<file path="src/verilog/bsm_pkg.sv">
// Package: constants, types and register map for the strap and status block
package bsm_pkg;

    // APB register byte offsets
    localparam logic [7:0] BSM_STRAP_OFS     = 8'h00;  // Latched straps, RO
    localparam logic [7:0] BSM_CTRL_OFS      = 8'h04;  // Control, RW
    localparam logic [7:0] BSM_CSMA_OFS      = 8'h08;  // Carrier-sense cfg, RW
    localparam logic [7:0] BSM_STATUS_OFS    = 8'h0C;  // Modem status, RO

    // Strap register fields
    localparam int BSM_STRAP_HOST_BIT    = 0;  // 1 = I2C host, 0 = UART
    localparam int BSM_STRAP_SRC_BIT     = 1;  // 1 = external Flash boot
    localparam int BSM_STRAP_SECT_BIT    = 2;  // Boot sector, 0 if ROM boot
    localparam int BSM_STRAP_DONE_BIT    = 3;  // Start-up finished

    // Control register fields
    localparam int BSM_CTRL_BOOTDONE_BIT = 0;  // Bootloader finished, W1
    localparam int BSM_CTRL_BIUDET_BIT   = 1;  // Band-in-use detection on
    localparam int BSM_CTRL_BIUSIG_BIT   = 2;  // Band-in-use signalling on

    // Carrier-sense config fields
    localparam int BSM_CSMA_SRC_BIT      = 0;   // 1 = valid traffic source
    localparam int BSM_CSMA_SLOTS_LSB    = 8;   // Slot count field
    localparam int BSM_CSMA_SLOTLEN_LSB  = 16;  // Slot length, in ticks

    // Reset values
    localparam logic [31:0] BSM_CTRL_RST = 32'h0000_0000;
    localparam logic [31:0] BSM_CSMA_RST = 32'h0004_0400;

    // Timing: settle time of strap pins after reset release
    localparam int BSM_CLK_MHZ        = 250;
    localparam int BSM_STRAP_SETTLE_NS = 100;
    localparam int BSM_STRAP_SETTLE_CYC =
        (BSM_STRAP_SETTLE_NS * BSM_CLK_MHZ + 999) / 1000;
    // Slot tick: 1 us base time unit
    localparam int BSM_TICK_NS  = 1000;
    localparam int BSM_TICK_CYC = BSM_TICK_NS * BSM_CLK_MHZ / 1000;

    // Latched strap set
    typedef struct packed {
        logic host_i2c;   // Host interface select
        logic boot_ext;   // Boot source
        logic boot_sect;  // Boot sector
    } bsm_strap_s;

    // Modem status inputs from the modem core
    typedef struct packed {
        logic tx_active;  // Transmission ongoing
        logic rx_active;  // Active reception
        logic band_busy;  // Raw band-in-use from level detector
        logic traffic;    // Valid protocol traffic seen
    } bsm_modem_s;

    // Start-up phases
    typedef enum logic [1:0] {
        BSM_SETTLE,
        BSM_BOOT,
        BSM_RUN
    } bsm_phase_e;

endpackage : bsm_pkg

</file>
<file path="src/verilog/bsm_top.sv">
// Strap sampling, clock divide, carrier sense and status pin driver
// Behaviour
// - Protocol clock is modem clock halved
// - Bootloader starts after every reset
// - Straps sampled during start-up after reset
// - Host strap low UART, high I2C
// - Source strap low ROM, high Flash
// - Sector strap ignored when source low
// - Status pins driven only after start-up
// - Transmit pin low while transmitting
// - Activity low when receiving or transmitting
// - Activity routed by host strap level
// - Band-in-use on busy pin when enabled
// - Carrier sense before transmitting
// - Sense source, slot count, length configurable
//
// The placing of the registers and the APB register port were chosen for this implementation.
`timescale 1ns/10ps
module bsm_top
    import bsm_pkg::*;
#(
    parameter int SETTLE_CYC = BSM_STRAP_SETTLE_CYC  // Strap settle cycles
) (
    input  wire logic        pclk,              // Modem core clock
    input  wire logic        presetn,           // Async reset, active low
    input  wire logic        psel,              // APB select
    input  wire logic        penable,           // APB enable
    input  wire logic        pwrite,            // APB direction
    input  wire logic [7:0]  paddr,             // APB byte address
    input  wire logic [31:0] pwdata,            // APB write data
    output logic      [31:0] prdata,            // APB read data
    output logic             pready,            // APB ready
    output logic             pslverr,           // APB error
    input  wire logic        host_sel_in,       // Host select pin input
    input  wire logic        boot_source_activity_pin_in, // Pin input
    output logic             boot_source_activity_pin_out,// Pin output
    output logic             boot_source_activity_pin_oe, // Pin drive
    input  wire logic        boot_sector_transmit_pin_in, // Pin input
    output logic             boot_sector_transmit_pin_out,// Pin output
    output logic             boot_sector_transmit_pin_oe, // Pin drive
    output logic             band_busy_activity_pin_out,  // Pin output
    output logic             band_busy_activity_pin_oe,   // Pin drive
    input  wire bsm_modem_s  modem_in,          // Modem core state
    input  wire logic        tx_request,        // Core wants to transmit
    output logic             tx_grant,          // Channel access granted
    output logic             proto_clk_en,      // Protocol core enable
    output logic             bootloader_run,    // Bootloader running
    output logic             host_is_i2c        // Host select result
);

    // Settle count plus synchroniser delay must fit the 16-bit counter
    if (SETTLE_CYC < 1 || SETTLE_CYC > 65534) begin : g_settle_chk
        $error("SETTLE_CYC out of range");
    end

    ////////////////////////////////////////////////////////////////////
    // Pin synchronisers; first stage feeds only the second
    logic [2:0] pin_meta;   // First stage
    logic [2:0] pin_sync;   // Second stage

    always_ff @(posedge pclk or negedge presetn) begin
        if (!presetn) begin
            pin_meta <= 3'h0;
            pin_sync <= 3'h0;
        end else begin
            pin_meta <= {boot_sector_transmit_pin_in,
                         boot_source_activity_pin_in, host_sel_in};
            pin_sync <= pin_meta;
        end
    end

    ////////////////////////////////////////////////////////////////////
    // Start-up phase: settle, sample straps, bootloader, run
    bsm_phase_e phase;        // Current phase
    logic [15:0] settle_cnt;  // Settle counter, counts up from 0
    bsm_strap_s straps;       // Latched straps
    logic boot_done_wr;       // Software marks bootloader done

    always_ff @(posedge pclk or negedge presetn) begin
        if (!presetn) begin
            phase      <= BSM_SETTLE;
            settle_cnt <= 16'h0000;
            straps     <= '0;
        end else begin
            case (phase)
                BSM_SETTLE: begin
                    // Two extra cycles let the pin levels cross both
                    // synchroniser stages before they are latched
                    if (settle_cnt == 16'(SETTLE_CYC + 1)) begin
                        straps.host_i2c <= pin_sync[0];
                        straps.boot_ext <= pin_sync[1];
                        straps.boot_sect <= pin_sync[1] & pin_sync[2];
                        phase <= BSM_BOOT;
                    end else begin
                        settle_cnt <= settle_cnt + 16'h0001;
                    end
                end
                // straps held, only reset reopens sampling
                BSM_BOOT: begin
                    if (boot_done_wr) begin
                        phase <= BSM_RUN;
                    end
                end
                BSM_RUN: begin
                    phase <= BSM_RUN;
                end
                default: begin
                    phase <= BSM_SETTLE;
                end
            endcase
        end
    end

    always_ff @(posedge pclk or negedge presetn) begin
        if (!presetn) begin
            bootloader_run <= 1'b0;
            host_is_i2c    <= 1'b0;
        end else begin
            bootloader_run <= (phase == BSM_BOOT);
            host_is_i2c    <= straps.host_i2c;
        end
    end

    ////////////////////////////////////////////////////////////////////
    // protocol clock enable at half rate
    always_ff @(posedge pclk or negedge presetn) begin
        if (!presetn) begin
            proto_clk_en <= 1'b0;
        end else begin
            proto_clk_en <= ~proto_clk_en;
        end
    end

    ////////////////////////////////////////////////////////////////////
    // APB registers
    logic [31:0] ctrl;   // Control register
    logic [31:0] csma;   // Carrier-sense config
    logic        apb_wr; // Write access phase
    logic        apb_rd; // Read access phase
    logic        hit;    // Mapped address

    always_comb begin
        apb_wr = psel & penable & pwrite & pready;
        apb_rd = psel & penable & ~pwrite & pready;
        hit = (paddr == BSM_STRAP_OFS) || (paddr == BSM_CTRL_OFS) ||
              (paddr == BSM_CSMA_OFS) || (paddr == BSM_STATUS_OFS);
        boot_done_wr = apb_wr && (paddr == BSM_CTRL_OFS) &&
                       pwdata[BSM_CTRL_BOOTDONE_BIT];
    end

    // No wait state: ready goes high in the first access cycle
    always_ff @(posedge pclk or negedge presetn) begin
        if (!presetn) begin
            pready  <= 1'b0;
            pslverr <= 1'b0;
            prdata  <= 32'h0000_0000;
        end else begin
            pready  <= psel & ~penable;
            pslverr <= psel & ~penable & ~hit;
            prdata  <= 32'h0000_0000;
            if (psel && !penable && !pwrite) begin
                case (paddr)
                    BSM_STRAP_OFS: begin
                        prdata[BSM_STRAP_HOST_BIT] <= straps.host_i2c;
                        prdata[BSM_STRAP_SRC_BIT]  <= straps.boot_ext;
                        prdata[BSM_STRAP_SECT_BIT] <= straps.boot_sect;
                        prdata[BSM_STRAP_DONE_BIT] <= (phase == BSM_RUN);
                    end
                    BSM_CTRL_OFS:   prdata <= ctrl;
                    BSM_CSMA_OFS:   prdata <= csma;
                    BSM_STATUS_OFS: begin
                        prdata[3:0] <= {modem_in.traffic, modem_in.band_busy,
                                        modem_in.rx_active,
                                        modem_in.tx_active};
                        prdata[4]   <= tx_grant;
                    end
                    default: prdata <= 32'h0000_0000;
                endcase
            end
        end
    end

    // Register writes; bootloader-done bit is write-only
    always_ff @(posedge pclk or negedge presetn) begin
        if (!presetn) begin
            ctrl <= BSM_CTRL_RST;
            csma <= BSM_CSMA_RST;
        end else if (apb_wr) begin
            if (paddr == BSM_CTRL_OFS) begin
                ctrl <= {29'h0, pwdata[2:1], 1'b0};
            end
            if (paddr == BSM_CSMA_OFS) begin
                csma <= {pwdata[31:16], pwdata[15:8], 7'h00, pwdata[0]};
            end
        end
    end

    ////////////////////////////////////////////////////////////////////
    // carrier sense: channel must stay free for all slots
    logic [15:0] tick_cnt;  // Base tick divider
    logic        tick;      // One-cycle tick pulse
    logic [15:0] slot_tm;   // Ticks elapsed in slot
    logic [7:0]  slots_ok;  // Free slots counted
    logic        busy;      // Selected band-in-use source

    always_comb begin
        busy = csma[BSM_CSMA_SRC_BIT] ? modem_in.traffic
                                      : modem_in.band_busy;
    end

    // Tick divider for slot timing
    always_ff @(posedge pclk or negedge presetn) begin
        if (!presetn) begin
            tick_cnt <= 16'h0000;
            tick     <= 1'b0;
        end else begin
            tick <= (tick_cnt == 16'(BSM_TICK_CYC - 1));
            tick_cnt <= (tick_cnt == 16'(BSM_TICK_CYC - 1)) ? 16'h0000
                                                            : tick_cnt + 16'h0001;
        end
    end

    // Slot counting; a busy band restarts the count
    always_ff @(posedge pclk or negedge presetn) begin
        if (!presetn) begin
            slot_tm  <= 16'h0000;
            slots_ok <= 8'h00;
            tx_grant <= 1'b0;
        end else if (!tx_request || phase != BSM_RUN) begin
            slot_tm  <= 16'h0000;
            slots_ok <= 8'h00;
            tx_grant <= 1'b0;
        end else if (busy) begin
            slot_tm  <= 16'h0000;
            slots_ok <= 8'h00;
        end else if (tx_grant) begin
            tx_grant <= 1'b1;
        end else if (slots_ok >= csma[15:8]) begin
            tx_grant <= 1'b1;
        end else if (tick) begin
            if (slot_tm + 16'h0001 >= csma[31:16]) begin
                slot_tm  <= 16'h0000;
                slots_ok <= slots_ok + 8'h01;
            end else begin
                slot_tm <= slot_tm + 16'h0001;
            end
        end
    end

    ////////////////////////////////////////////////////////////////////
    // Status pin drive; released during start-up so straps are read
    logic biu_show;  // Band-in-use shown on busy pin

    always_comb begin
        // band-in-use only when detection and signalling on
        biu_show = ctrl[BSM_CTRL_BIUDET_BIT] & ctrl[BSM_CTRL_BIUSIG_BIT] &
                   busy;
    end

    always_ff @(posedge pclk or negedge presetn) begin
        if (!presetn) begin
            boot_source_activity_pin_out <= 1'b1;
            boot_source_activity_pin_oe  <= 1'b0;
            boot_sector_transmit_pin_out <= 1'b1;
            boot_sector_transmit_pin_oe  <= 1'b0;
            band_busy_activity_pin_out   <= 1'b1;
            band_busy_activity_pin_oe    <= 1'b0;
        end else if (phase == BSM_RUN) begin
            boot_sector_transmit_pin_out <= ~modem_in.tx_active;
            boot_sector_transmit_pin_oe  <= 1'b1;
            boot_source_activity_pin_oe  <= straps.host_i2c;
            boot_source_activity_pin_out <=
                ~(modem_in.tx_active | modem_in.rx_active);
            band_busy_activity_pin_oe    <=
                ~straps.host_i2c | biu_show;
            band_busy_activity_pin_out   <= straps.host_i2c ? ~biu_show :
                ~(modem_in.tx_active | modem_in.rx_active | biu_show);
        end
    end

    ////////////////////////////////////////////////////////////////////
    // Assertions
    // straps stable
    straps_hold_a: assert property (@(posedge pclk) disable iff (!presetn)
        phase != BSM_SETTLE |=> $stable(straps))
        else $error("straps changed after sampling");
    pins_quiet_a: assert property (@(posedge pclk) disable iff (!presetn)
        phase == BSM_SETTLE |=> !boot_sector_transmit_pin_oe)
        else $error("pin driven during start-up");
    sect_ignore_a: assert property (@(posedge pclk) disable iff (!presetn)
        !straps.boot_ext |-> !straps.boot_sect)
        else $error("boot sector used on ROM boot");
    tx_pin_a: assert property (@(posedge pclk) disable iff (!presetn)
        phase == BSM_RUN ##1 phase == BSM_RUN |->
        boot_sector_transmit_pin_out == !$past(modem_in.tx_active))
        else $error("transmit pin wrong");
    act_route_a: assert property (@(posedge pclk) disable iff (!presetn)
        phase == BSM_RUN |=> boot_source_activity_pin_oe == straps.host_i2c)
        else $error("activity routing wrong");
    half_rate_a: assert property (@(posedge pclk) disable iff (!presetn)
        proto_clk_en |=> !proto_clk_en)
        else $error("protocol enable not halved");
    no_grant_a: assert property (@(posedge pclk) disable iff (!presetn)
        busy && tx_request |=> !tx_grant || $past(tx_grant))
        else $error("grant raised on busy band");
    boot_run_a: assert property (@(posedge pclk) disable iff (!presetn)
        phase == BSM_BOOT |=> bootloader_run)
        else $error("bootloader not started");
    // busy pin idle in I2C mode unless signalling on
    biu_gate_a: assert property (@(posedge pclk) disable iff (!presetn)
        phase == BSM_RUN && straps.host_i2c && !ctrl[BSM_CTRL_BIUSIG_BIT]
        |=> !band_busy_activity_pin_oe)
        else $error("busy pin driven while signalling off");
    // activity low while receiving or transmitting
    act_level_a: assert property (@(posedge pclk) disable iff (!presetn)
        phase == BSM_RUN && (modem_in.tx_active || modem_in.rx_active)
        |=> !boot_source_activity_pin_out)
        else $error("activity pin high while modem busy");

    boot_cov_c:  cover property (@(posedge pclk) phase == BSM_RUN);
    grant_cov_c: cover property (@(posedge pclk) tx_grant);
    i2c_cov_c:   cover property (@(posedge pclk) straps.host_i2c);
    biu_cov_c:   cover property (@(posedge pclk) biu_show);

endmodule : bsm_top

</file>
<file path="config.mk">
export PLATFORM = sky130hd
export DESIGN_NAME = bsm_top
export DESIGN_NICKNAME = d
export VERILOG_FILES = /design/src/verilog/bsm_pkg.sv /design/src/verilog/bsm_top.sv
export SDC_FILE = /design/constraint.sdc
export NUM_CORES = 1
export LEC_CHECK = 0
export ABC_AREA = 1
export BUFFER_PORTS_ARGS = -buffer_cell sky130_fd_sc_hd__buf_2
export CAP_MARGIN = 20
export CORE_MARGIN = 2
export CORE_UTILIZATION = 52
export CTS_BUF_LIST = sky130_fd_sc_hd__clkbuf_8 sky130_fd_sc_hd__clkbuf_16
export CTS_CLUSTER_SIZE = 12
export DETAILED_ROUTE_END_ITERATION = 12
export HOLD_SLACK_MARGIN = 0.02
export PLACE_DENSITY_LB_ADDON = 0.15
export SLEW_MARGIN = 20
export SYNTH_ARGS = -nofsm -noshare
export SYNTH_HDL_FRONTEND = slang
export SYNTH_SLANG_ARGS = --single-unit
</file>
<file path="constraint.sdc">
create_clock -name pclk -period 2.35 [get_ports pclk]
set_input_delay 0.235 -clock pclk [delete_from_list [all_inputs] [get_ports pclk]]
set_output_delay 0.235 -clock pclk [all_outputs]
set_load 0.01 [all_outputs]
</file>
Word-level counts from Yosys, hierarchy flattened
Cells that the tools add are included.
Storage, ports and cells
  flip-flop bits (word level): 139
  bits of input ports: 53
  output and inout port bits: 44
  logic and storage cells: 113
Cells by class
  add/subtract/negate cells: 4
  order comparisons: 2
  equality and inequality tests: 13
  muxes and demuxes: 26
  bitwise logic cells: 20
  reduce and logical (&&, ||, !) cells: 22
Operators with widths (number)
  $mux 16: 7
  $add 16x1->16 const B: 3
  $mux 8: 6
  $mux 32: 1
  $mux 27: 1
  $eq 16x5->1 const B: 1
  $eq 16x8->1 const B: 1
  $eq 8x4->1 const B: 2
  $ge 16x16->1: 1
  $pmux 4 s4: 1
  $reduce_and 2->1: 5
  $not 1->1: 9
  $add 8x1->8 const B: 1
  $and 1x1->1: 8
  $eq 8x3->1 const B: 1
  $ge 8x8->1: 1
  $logic_not 8->1: 1
  $mux 1: 7
  $ne 2x2->1 const B: 3
  $pmux 2 s3: 1
  $reduce_bool 3->1: 2
  $logic_and 1x1->1: 4
  $logic_or 1x1->1: 4
  $mux 2: 2
  10 further kinds: 14

Logic depth before layout (Yosys ltp)
Gate-level depths: netlist of run 1.
  word-level depth: 8
  mapped depth: 19
  depth with buffers taken out: 19

Worst setup path after synthesis of run 1
OpenSTA, ideal clock, no wires.
  path type: register -> register
  from: reg slot_tm[0]
  to: reg slots_ok[2]
  setup time: 117 ps
  arrival: 2268 ps
  data required time: 2233 ps
  path slack: -35 ps
  cell stages (with the launch flop): 16
  path buffers: 0
  clock period less this slack: 2385 ps
  path through: dfrtp_1 > ha_1 > nand2_1 > nor3_2 > nand3_1 > xnor2_2 > ha_1 > nand2_1 > inv_1 > nand3_1 > nor2_1 > nand2_1 > nand2_2 > nand2_2 > nand2_1 > nand2_1
On the way
  word-level cells in the longest chain between the ends: 4
RTL lines
  start: declaration: line bsm_top.sv:202  | logic [15:0] slot_tm;
  start signal: assignment: line bsm_top.sv:245  | slot_tm <= slot_tm + 16'h0001;
  $add 16x1->16: line bsm_top.sv:241  | if (slot_tm + 16'h0001 >= csma[31:16]) begin
  $ge 16x16->1: line bsm_top.sv:241
  $reduce_bool 3->1 (no line)
  $reduce_and 4->1 (no line)
  end signal: assignment: line bsm_top.sv:243  | slots_ok <= slots_ok + 8'h01;
  end: declaration: line bsm_top.sv:203  | logic [7:0] slots_ok;
Every way passes these cells.
A chain may end at the register's enable or synchronous reset.

Final worst setup path of run 1
  from: reg slot_tm[1]
  to: reg slot_tm[15]
On the way
  word-level cells in the longest chain between the ends: 8
RTL lines
  $add 16x1->16 *: line bsm_top.sv:241, bsm_top.sv:245
  $ge 16x16->1: line bsm_top.sv:241
  $mux 16 *: line bsm_top.sv:241
  $mux 16 *: line bsm_top.sv:240  | end else if (tick) begin
  $mux 16 *: line bsm_top.sv:238  | end else if (slots_ok >= csma[15:8]) begin
  $mux 16 *: line bsm_top.sv:236  | end else if (tx_grant) begin
  $mux 16 *: line bsm_top.sv:233  | end else if (busy) begin
  $mux 16 *: line bsm_top.sv:229  | end else if (!tx_request || phase != BSM_RUN) begin
Mark *: on every way between the ends. The rest lies on a longest branch, timed or not. The select of a mux whose other input is x is not followed.

==> metrics, run 1 <==
initial antenna violation count 0; Synth-to-Final Area Change 24.9%; final hold viol count 0; Static Leak 4.62 nW; number of synthesized flops with an enable pin 0; largest family of logic cells by synthesized area simple AND/OR/NAND/NOR gates; post-synth top area cell dfrtp_1; count of cell types in the netlist 38; Worst EP required 2.70 ns; initial core utilization approximately 54%; Critical Path Source Type register; setup TNS -3.45 ns; adder-cell share of the synthesized area about 6.1%; violations in the final reports setup timing; Pwr Density slightly below 700 nW/um2; clock sinks 136; unrepaired setup endpoints after global routing true; area of the multi-input gates 3060 um2; crit-path max FO 8; die height 118 um; Port Buffers 88; VDD IR max approximately 0.00049 V; CTS H-Tree Depth 4; Area after DPL ~7600 um2; synth warn 0; Simple-Gate Fraction of Synth Area about a quarter; row count 41; fill count around 1000; Total Nets Final about 1000; final setup margin -0.195 ns; highest clock rate between 300 and 400 MHz; clk_lat worst skew 0.42 ns; Iter 0 DRT Violations roughly 330; status finished, violations left; vias 5619; switch share 24.5%; Compound-Gate Fraction of Synth Area 4.72%; number of max-cap violations 0; top cell type's share of synthesized area 48.2%; Psw 1.44 mW; final period utilization 108%; DR pass1 iterations 7; Seq/Total Area, Yosys approximately 50%; hpwl dp 10600 um; clock slew at reported path FFs 0.05 ns; #FFs+latches synth around 140; first-pass GRT wire length roughly 25000 um; CTS buffer count 17; GRT overflow 0; HP Class input port to register; CTS tree done; core area about 13000 um2; Post-Synthesis Cells approximately 800; Clock Power Share between 40% and 50%; ys async rst share 100%; Reg power frac around 44%; power share of the combinational group 11.4%; FF+latch area ~3400 um2; DP Cell Count ~1100; Period minus WS final between 2 and 3 ns; DRC 0; Worst EP arrival 2.90 ns; number of global-route vias before repair about 5500; I/O Pins 97; prevailing post-synth register cell dfrtp_1; relative max-transition margin around three fifths; Final ANT Viol Nets 0; total global-route track usage approximately 22%; endpoints failing setup 24; antenna cell count 0; via-per-instance ratio between 5 and 6; final WL 15200 um; wire per inst 13.6 um; Clock Tree Buf Depth 2; Die Width around 120 um; Worst-Margin Slew slightly above 0.6 ns; top post-synthesis cells by area dfrtp_1, nand2_1, ha_1, inv_1, nor2_1; largest net degree at the start of global routing just under 70; Synth Cell Area between 6000 and 7000 um2; Final Skew roughly 0.0099 ns; GP Congestion just over 0.9; die area roughly 14000 um2; Synth Area in XOR/XNOR 5.00%; critical path class register to register; mux share of post-synthesis cell area less than 1%; CP endpoint kind register; Mean Syn Cell Area approximately 8.5 um2; Slew Viols, Final 0; cell area after layout about 8500 um2; Int Power between 4 and 5 mW; fraction of layout cells with a size suffix above 1 between 20 and 25%; fin cells roughly 1100; Final Util around two thirds; CTS root buffer clkbuf_16
## metal layers
layer / up-vias / wire, um / GRT usage (%) / share of wire [%]
met1: 2664 / 6820 / 30.3 / 45
met2: 156 / 7550 / 36.4 / 50
li1: 2782 / - / - / -
met3: 17 / 638 / 4.87 / 4.2
met4: 0 / 180 / 7.14 / 1.2
met5: - / 0 / 0 / 0
## final timing paths
check | start | to | slack (ns) | depth (start not counted)
min in group asynchronous | presetn | proto_clk_en | 0.40 | 2
min reg2reg | pin_meta[0] | pin_sync[0] | 0.35 | 0
max in group asynchronous | presetn | boot_sector_transmit_pin_out | 1.27 | 3
max reg2reg | slot_tm[1] | slot_tm[15] | -0.19 | 17
max | slot_tm[1] | slot_tm[15] | -0.19 | 17
min | pwdata[2] | ctrl[2] | 0.05 | 2
## synth_stat cells (all sizes together), types with 2 or more instances
cell,instances
a21oi,34
buf,12
clkbuf,6
dfrtp,131
dfstp,5
ha,33
inv,110
mux2,2
nand2,194
nand3,57
nand3b,4
nand4,7
nor2,90
nor3,44
nor4,2
o21a,2
o21ai,19
or2,2
xnor2,11
xor2,27
## registers in the layout, indices dropped and copies added, names as in the netlist, 2 cells and up
name,flops
settle_cnt,16
ctrl,2
csma,25
straps,3
prdata,29
tick_cnt,16
phase,2
pin_meta,3
slot_tm,16
slots_ok,8
pin_sync,3
## critical path: stages, from the launching register on
cell       delay [ns]
dfrtp_1          0.38
buf_6            0.12
ha_4             0.14
nand2_4          0.06
nor3_4           0.26
nand3_2          0.12
xnor2_2          0.16
ha_1             0.30
nand2_1          0.10
inv_2            0.06
nand3_4          0.07
inv_2            0.04
nand2_2          0.06
nand3_4          0.08
a21oi_4          0.19
clkbuf_16        0.19
nand3_1          0.08
nand2_1          0.07
## area by class of cell
class                           instances  share of cell area [%]
Sequential cell                       136                    40.1
Clock inverter                         13                    1.63
Tap cell                              172                    2.53
Multi-Input combinational cell        537                    36.0
Timing Repair Buffer                  126                    9.48
Inverter                              111                    4.90
Clock buffer                           19                    5.33
## cells in the final DEF, fill, tap and decap left out, types with 3 or more instances in the layout
cell type and count:
buf_12 3, nand3_2 8, dfstp_2 5, buf_2 87
xnor2_2 3, xor2_1 25, ha_1 30, nand4_1 7
bufinv_16 3, nor2_1 83, clkbuf_16 18, a21oi_1 32
clkinv_2 5, o21ai_0 18, conb_1 3, inv_1 108
nand2_1 181, ha_4 3, nand2_4 3, nand3b_1 3
nand2_2 11, nor3_1 40, inv_2 6, nor2_4 5
buf_4 27, dlygate4sd3_1 6, xnor2_1 8, dfrtp_1 131
nand3_1 47
## power by group through the flow
stage	clock network (mW)	registers (mW)	logic [mW]
after CTS	2.69	2.55	0.655
final	2.65	2.56	0.672
after detailed placement	0	2.59	0.635
after global routing	2.80	2.56	0.756
after floorplan	0	2.61	0.345
after global placement	0	2.59	0.612
## what timing repair did
action / in CTS / in global routing
setup endpoints to repair: 24 / 24
hold buffers: 6 / 0
gates cloned: 1 / 1
gates resized for setup: 13 / 28
buffers inserted: 0 / 2
hold endpoints to repair: 68 / 0
pin swaps: 3 / 18
## kinds of logic (layout without fill, tap and decap cells)
group | Yosys count | after routing
other | 1 | 3
muxes | 2 | 2
xor gates and xnor gates | 38 | 38
and+or+nand+nor | 401 | 402
buffers and inverters | 129 | 269
AOI/OAI and AO/OA | 59 | 59
DFF | 136 | 136
adders and majority gates | 33 | 33
## stage by stage
stage | hold WS (ns) | power [mW] | setup slack (ns)
5_1_grt | 0.0477 | 6.12 | -0.332
3_3_place_gp | 0.273 | 3.20 | -0.125
3_5_place_dp | 0.280 | 3.23 | -0.190
6_report | 0.0496 | 5.88 | -0.195
4_1_cts | 0.0389 | 5.90 | -0.0732
2_1_floorplan | -0.0606 | 2.95 | 0.0119
(Power assumes the default switching activity.)
==> run 2, diff against run 1 <==
--- a/config.mk
+++ b/config.mk
@@ -10,7 +10,6 @@
 export CAP_MARGIN = 20
 export CORE_MARGIN = 2
 export CORE_UTILIZATION = 52
-export CTS_BUF_LIST = sky130_fd_sc_hd__clkbuf_8 sky130_fd_sc_hd__clkbuf_16
 export CTS_CLUSTER_SIZE = 12
 export DETAILED_ROUTE_END_ITERATION = 12
 export HOLD_SLACK_MARGIN = 0.02
==> run 2 against run 1 <==
Effect of this change: the flow still finishes with violations (setup timing); first-iteration DRC count up 1.5%; clock power about the same; routed wire length up 0.22%; hold slack about the same; sequential share of layout area unchanged; setup slack worse by 0.0015 ns; critical path type unchanged; critical endpoint unchanged; largest power group unchanged; highest routed layer unchanged.
==> metrics, run 2 (same netlist as run 1, synthesis figures left out) <==
status finished, violations left; violations in the final reports setup timing; fraction of layout cells with a size suffix above 1 22.3% (unchanged); die height 118 um (unchanged); Period minus WS final 2.55 ns (+0.00147 ns); hold_ws 0.0500 ns (+0.000399 ns); crit-path max FO 8 (unchanged); I/O Pins 97 (unchanged); CP endpoint kind register; endpoints failing setup 24 (unchanged); Pwr Total 5.90 mW (+0.31%); biggest regs prdata: 29 flops, csma: 25 flops; CTS root buffer clkbuf_16; clock slew at reported path FFs 0.06 ns (about the same); Static Leak 4.61 nW (-0.36%); clock sinks 136 (unchanged); Slew Viols, Final 0 (unchanged); CTS tree done; Final ANT Viol Nets 0 (unchanged); HP Class input port to register; cell area after layout 8500 um2 (unchanged); Pwr Density 694 nW/um2 (+0.31%); initial core utilization 53.5% (unchanged); Final Skew 0.00948 ns (-0.000425 ns); final setup margin -0.196 ns (-0.00147 ns); crit path max-delay cell type dfrtp_1; Synth-to-Final Area Change 24.9% (unchanged); Total Nets Final 1015 (unchanged); fill count 1038 (unchanged); hpwl dp 10600 um (unchanged); Largest register FFs 29 (unchanged); cell family with most CP delay simple AND/OR/NAND/NOR gates; leading cell type in the layout, fill and taps excluded nand2_1; Final Util 66.8% (unchanged); Worst EP required 2.70 ns (about the same); vias 5638 (+0.34%); CTS H-Tree Depth 4 (unchanged); number of max-cap violations 0 (unchanged); unrepaired setup endpoints after global routing true; CP dominant cell by count nand2_1; critical path class register to register; DR pass1 iterations 6 (-1); total global-route track usage 22.5% (about the same); Worst-Margin Slew 0.623 ns (+0.00556 ns); antenna cell count 0 (unchanged); max incr delay on CP 0.38 ns (about the same); number of global-route vias before repair 5450 (-0.092%); GP Congestion 0.923 (unchanged); Die Width 118 um (unchanged); row count 41 (unchanged); die area 14000 um2 (unchanged); highest clock rate 393 MHz (about the same); reg-to-reg slack, setup -0.20 ns (about the same); most frequent cells in the layout nand2_1, dfrtp_1, inv_1, buf_2, nor2_1; final WL 15200 um (+0.22%); Port Buffers 88 (unchanged); GRT overflow 0 (unchanged); Worst EP arrival 2.90 ns (about the same); final hold viol count 0 (unchanged); wire per inst 13.7 um (+0.22%); Critical Path Source Type register; Iter 0 DRT Violations 333 (+1.5%); clk_lat worst skew 0.42 ns (about the same); VDD IR max 0.000487 V (-0.10%); Clock Tree Buf Depth 2 (unchanged); Biggest register prdata; crit-path cells buf_6 > ha_4 > nand2_4 > nor3_4 > nand3_2 > xnor2_2 > ha_1 > nand2_1 > inv_2 > o21ai_1 > nand3_4 > a21oi_4 > clkbuf_16 > nand3_1 > nand2_1; first-pass GRT wire length 25300 um (about the same); CTS buffer count 17 (unchanged); relative max-transition margin 58.4% (-0.37 points); largest net degree at the start of global routing 68 (unchanged); initial antenna violation count 0 (unchanged); core area 12700 um2 (unchanged); Buf/Inv on CP 3 (-1); via-per-instance ratio 5.06 (+0.34%); final period utilization 108% (about the same); DRC 0 (unchanged); Area after DPL 7610 um2 (unchanged)
==> run 2: changes by cell type in the layout (fill, tap and decap cells not counted), sizes merged <==
cell and delta:
clkbuf +4, inv -4
==> run 2: metal layers <==
layer  share of wire [%]  global-route usage, %
met1                  45                   30.3
met2                  50                   36.4
met3                 4.4                   4.87
met4                 1.2                   7.14
met5                   0                      0
==> run 2: power by group <==
part	switching, mW	internal, mW	leakage [nW]
combinational	0.411	0.263	2.60
clock	0.952	1.72	0.295
sequential	0.0747	2.48	1.71
==> run 2: worst paths after layout <==
kind / cells after the start / start / end
max: 15 / slot_tm[1] / slot_tm[15]
min: 2 / pwdata[2] / ctrl[2]
max reg2reg: 15 / slot_tm[1] / slot_tm[15]
min reg2reg: 0 / pin_meta[0] / pin_sync[0]
max in group asynchronous: 3 / presetn / boot_sector_transmit_pin_out
min in group asynchronous: 2 / presetn / proto_clk_en
==> run 2: what timing repair did <==
action	4_1_cts	5_1_grt
pin swaps	3	18
buffers inserted	0	2
endpoints found under the hold margin	68	0
cloned	1	1
hold buffers	6	0
resized for setup	13	28
setup endpoints to repair	24	24
==> run 2: area by class of cell <==
type	count	area (um2)	share of cell area (%)
Tap cell	172	215	2.53
Sequential cell	136	3410	40.1
Multi-Input combinational cell	537	3060	36.0
Inverter	111	417	4.90
Clock inverter	9	124	1.46
Clock buffer	23	468	5.50
Timing Repair Buffer	126	806	9.48
==> run 2: metrics by stage <==
stage | instances | setup slack, ns | TNS [ns]
3_3_place_gp | 1072 | -0.125 | -1.10
5_1_grt | 1114 | -0.332 | -6.99
3_5_place_dp | 1072 | -0.190 | -2.35
2_1_floorplan | 801 | 0.0119 | 0
6_report | 1114 | -0.196 | -3.51
4_1_cts | 1111 | -0.0732 | -1.31
==> run 3, diff against run 2 <==
==> constraint.sdc (replaced) <==
create_clock -name pclk -period 2.3 [get_ports pclk]
set_input_delay 0.23 -clock pclk [delete_from_list [all_inputs] [get_ports pclk]]
set_output_delay 0.23 -clock pclk [all_outputs]
set_load 0.01 [all_outputs]
==> run 3 against run 2 <==
Effect of this change: the flow still finishes with violations (setup timing); non-clock buffer count is 1 higher; total power increased by 9.2%; flip-flop and latch count stayed put; hold slack lost 0.0016 ns; critical path depth is 1 higher; first-iteration DRC count increased by 29%; sequential power increased by 2%; routed wire length is 1.4% higher; clock power is 19% higher; critical path type unchanged.
==> metrics, run 3 (same netlist as run 1, synthesis figures left out) <==
hpwl dp 10600 um (-0.35%); largest net degree at the start of global routing 58 (-15%); Total Nets Final 1016 (+0.099%); violations in the final reports setup timing; Synth-to-Final Area Change 25.8%; r2r startpoint slot_tm[1]; Hold Crit Depth 3 (+1); setup TNS -1.17 ns (+2.34 ns); Pwr Density 752 nW/um2 (+8.4%); VDD IR max 0.000409 V (-16%); Static Leak 4.66 nW (+1.2%); met2 usage 35.2% (-1.3 points); critical path class register to register; most frequent cells in the layout nand2_1, dfrtp_1, inv_1, buf_2, nor2_1; DRC 0 (unchanged); clk_lat worst skew 0.42 ns (about the same); Iter 0 DRT Violations 428 (+29%); die height 118 um (unchanged); GRT overflow 0 (unchanged); met1 GRT Util 32.4% (+2.1 points); initial antenna violation count 0 (unchanged); core area 12700 um2 (unchanged); die area 14000 um2 (unchanged); reg-to-reg slack, setup -0.07 ns (+0.13 ns); Hold Path Sink csma[18]; relative max-transition margin 64.9% (+6.5 points); Final Skew 0.00864 ns (-0.000840 ns); Worst EP required 2.65 ns (-0.05 ns); Biggest register prdata; Pwr Total 6.44 mW (+9.2%); CTS H-Tree Depth 4 (unchanged); I/O Pins 97 (unchanged); row count 41 (unchanged); unrepaired setup endpoints after global routing true; final WL 15400 um (+1.4%); CTS buffer count 17 (unchanged); Final ANT Viol Nets 0 (unchanged); final hold viol count 0 (unchanged); number of global-route vias before repair 5397 (-0.97%); r2r endpoint slot_tm[3]; Die Width 118 um (unchanged); final setup margin -0.0709 ns (+0.125 ns); wire per inst 13.8 um (+1.3%); Clock Tree Buf Depth 2 (unchanged); Final Util 67.3% (+0.48 points); clock sinks 136 (unchanged); number of max-cap violations 0 (unchanged); biggest regs prdata: 29 flops, csma: 25 flops; highest clock rate 422 MHz (+7.4%); via-per-instance ratio 5.07 (+0.11%); status finished, violations left; Largest register FFs 29 (unchanged); initial core utilization 53.5% (unchanged); antenna cell count 0 (unchanged); Critical Path Source Type register; crit-path max FO 16 (+8); HP Class input port to register; DP Cell Count 1072 (unchanged); GP Congestion 0.877 (-5.0%); DR pass1 iterations 6 (unchanged); hold path start pwdata[18]; fill count 1046 (+0.77%); leading cell type in the layout, fill and taps excluded nand2_1; total global-route track usage 23.1% (+0.57 points); CTS tree done; fraction of layout cells with a size suffix above 1 22.2% (-0.13 points); Worst Reg-to-Reg Cells 16 (+1); first-pass GRT wire length 25800 um (+1.8%); final period utilization 103% (-5.3 points); vias 5649 (+0.20%); Slew Viols, Final 0 (unchanged); Place WS -0.198 ns (-0.00839 ns); CP endpoint kind register; met3 Use GR 5.02% (+0.14 points); fin cells 1115 (+0.090%); endpoints failing setup 24 (unchanged); CTS root buffer clkbuf_16; Worst-Margin Slew 0.526 ns (-0.0970 ns); Worst EP arrival 2.72 ns (-0.18 ns); gr busiest metal met2; Port Buffers 88 (unchanged); Period minus WS final 2.37 ns (-0.175 ns); clock slew at reported path FFs 0.06 ns (about the same)
==> run 3: worst max-delay path, stage by stage (launching register included) <==
cell	delay, ns
dfrtp_1	0.42
ha_4	0.18
nand2_4	0.07
nor3_4	0.20
nand3_2	0.12
xnor2_2	0.16
ha_1	0.28
nand2_1	0.07
inv_2	0.06
nand3_4	0.07
inv_2	0.04
nand2_2	0.07
nand3_4	0.09
a21oi_4	0.15
buf_12	0.16
nand3_1	0.07
nand2_1	0.08
==> run 3: stage by stage <==
stage               instance area [um2]  hold WS, ns
global placement                   7630        0.225
global route                       8560       0.0555
floorplan                          6850      -0.0656
detailed placement                 7630        0.229
finish                             8560       0.0484
CTS                                8430       0.0336
==> run 3: cell type report <==
| cell class | instances | area [um2] | area share (%) |
|---|---|---|---|
| Clock buffer | 19 | 433 | 5.06 |
| Tap cell | 172 | 215 | 2.51 |
| Timing Repair Buffer | 127 | 783 | 9.15 |
| Sequential cell | 136 | 3410 | 39.8 |
| Inverter | 111 | 419 | 4.89 |
| Multi-Input combinational cell | 537 | 3050 | 35.7 |
| Clock inverter | 13 | 250 | 2.92 |
==> run 3: how the worst max path moves through the flow <==
| stage | slack, ns | end | start |
|---|---|---|---|
| after floorplan | 0.003 | slot_tm[9] | slot_tm[0] |
| after global placement | -0.13 | slots_ok[2] | slot_tm[0] |
| after detailed placement | -0.20 | slots_ok[4] | slot_tm[0] |
| after CTS | -0.07 | slot_tm[3] | slot_tm[1] |
| after global routing | -0.24 | slot_tm[3] | slot_tm[1] |
| final | -0.07 | slot_tm[3] | slot_tm[1] |
==> run 3: power by group <==
group | switching (mW) | internal (mW)
Clock | 1.03 | 2.14
Sequential | 0.0675 | 2.53
Combinational | 0.417 | 0.250
==> run 3: timing repair <==
| item | 4_1_cts | 5_1_grt |
|---|---|---|
| pin swaps | 5 | 7 |
| buffers inserted | 2 | 2 |
| endpoints found under the hold margin | 54 | 0 |
| hold buffers | 6 | 0 |
| gates resized for setup | 13 | 23 |
| endpoints found under the setup margin | 24 | 24 |
| gates cloned | 1 | 0 |
==> run 3: metal layers <==
layer	share of wire [%]	wire, um
met5	0	0
met4	1.4	222
met3	5.6	869
met2	46	7070
met1	47	7270
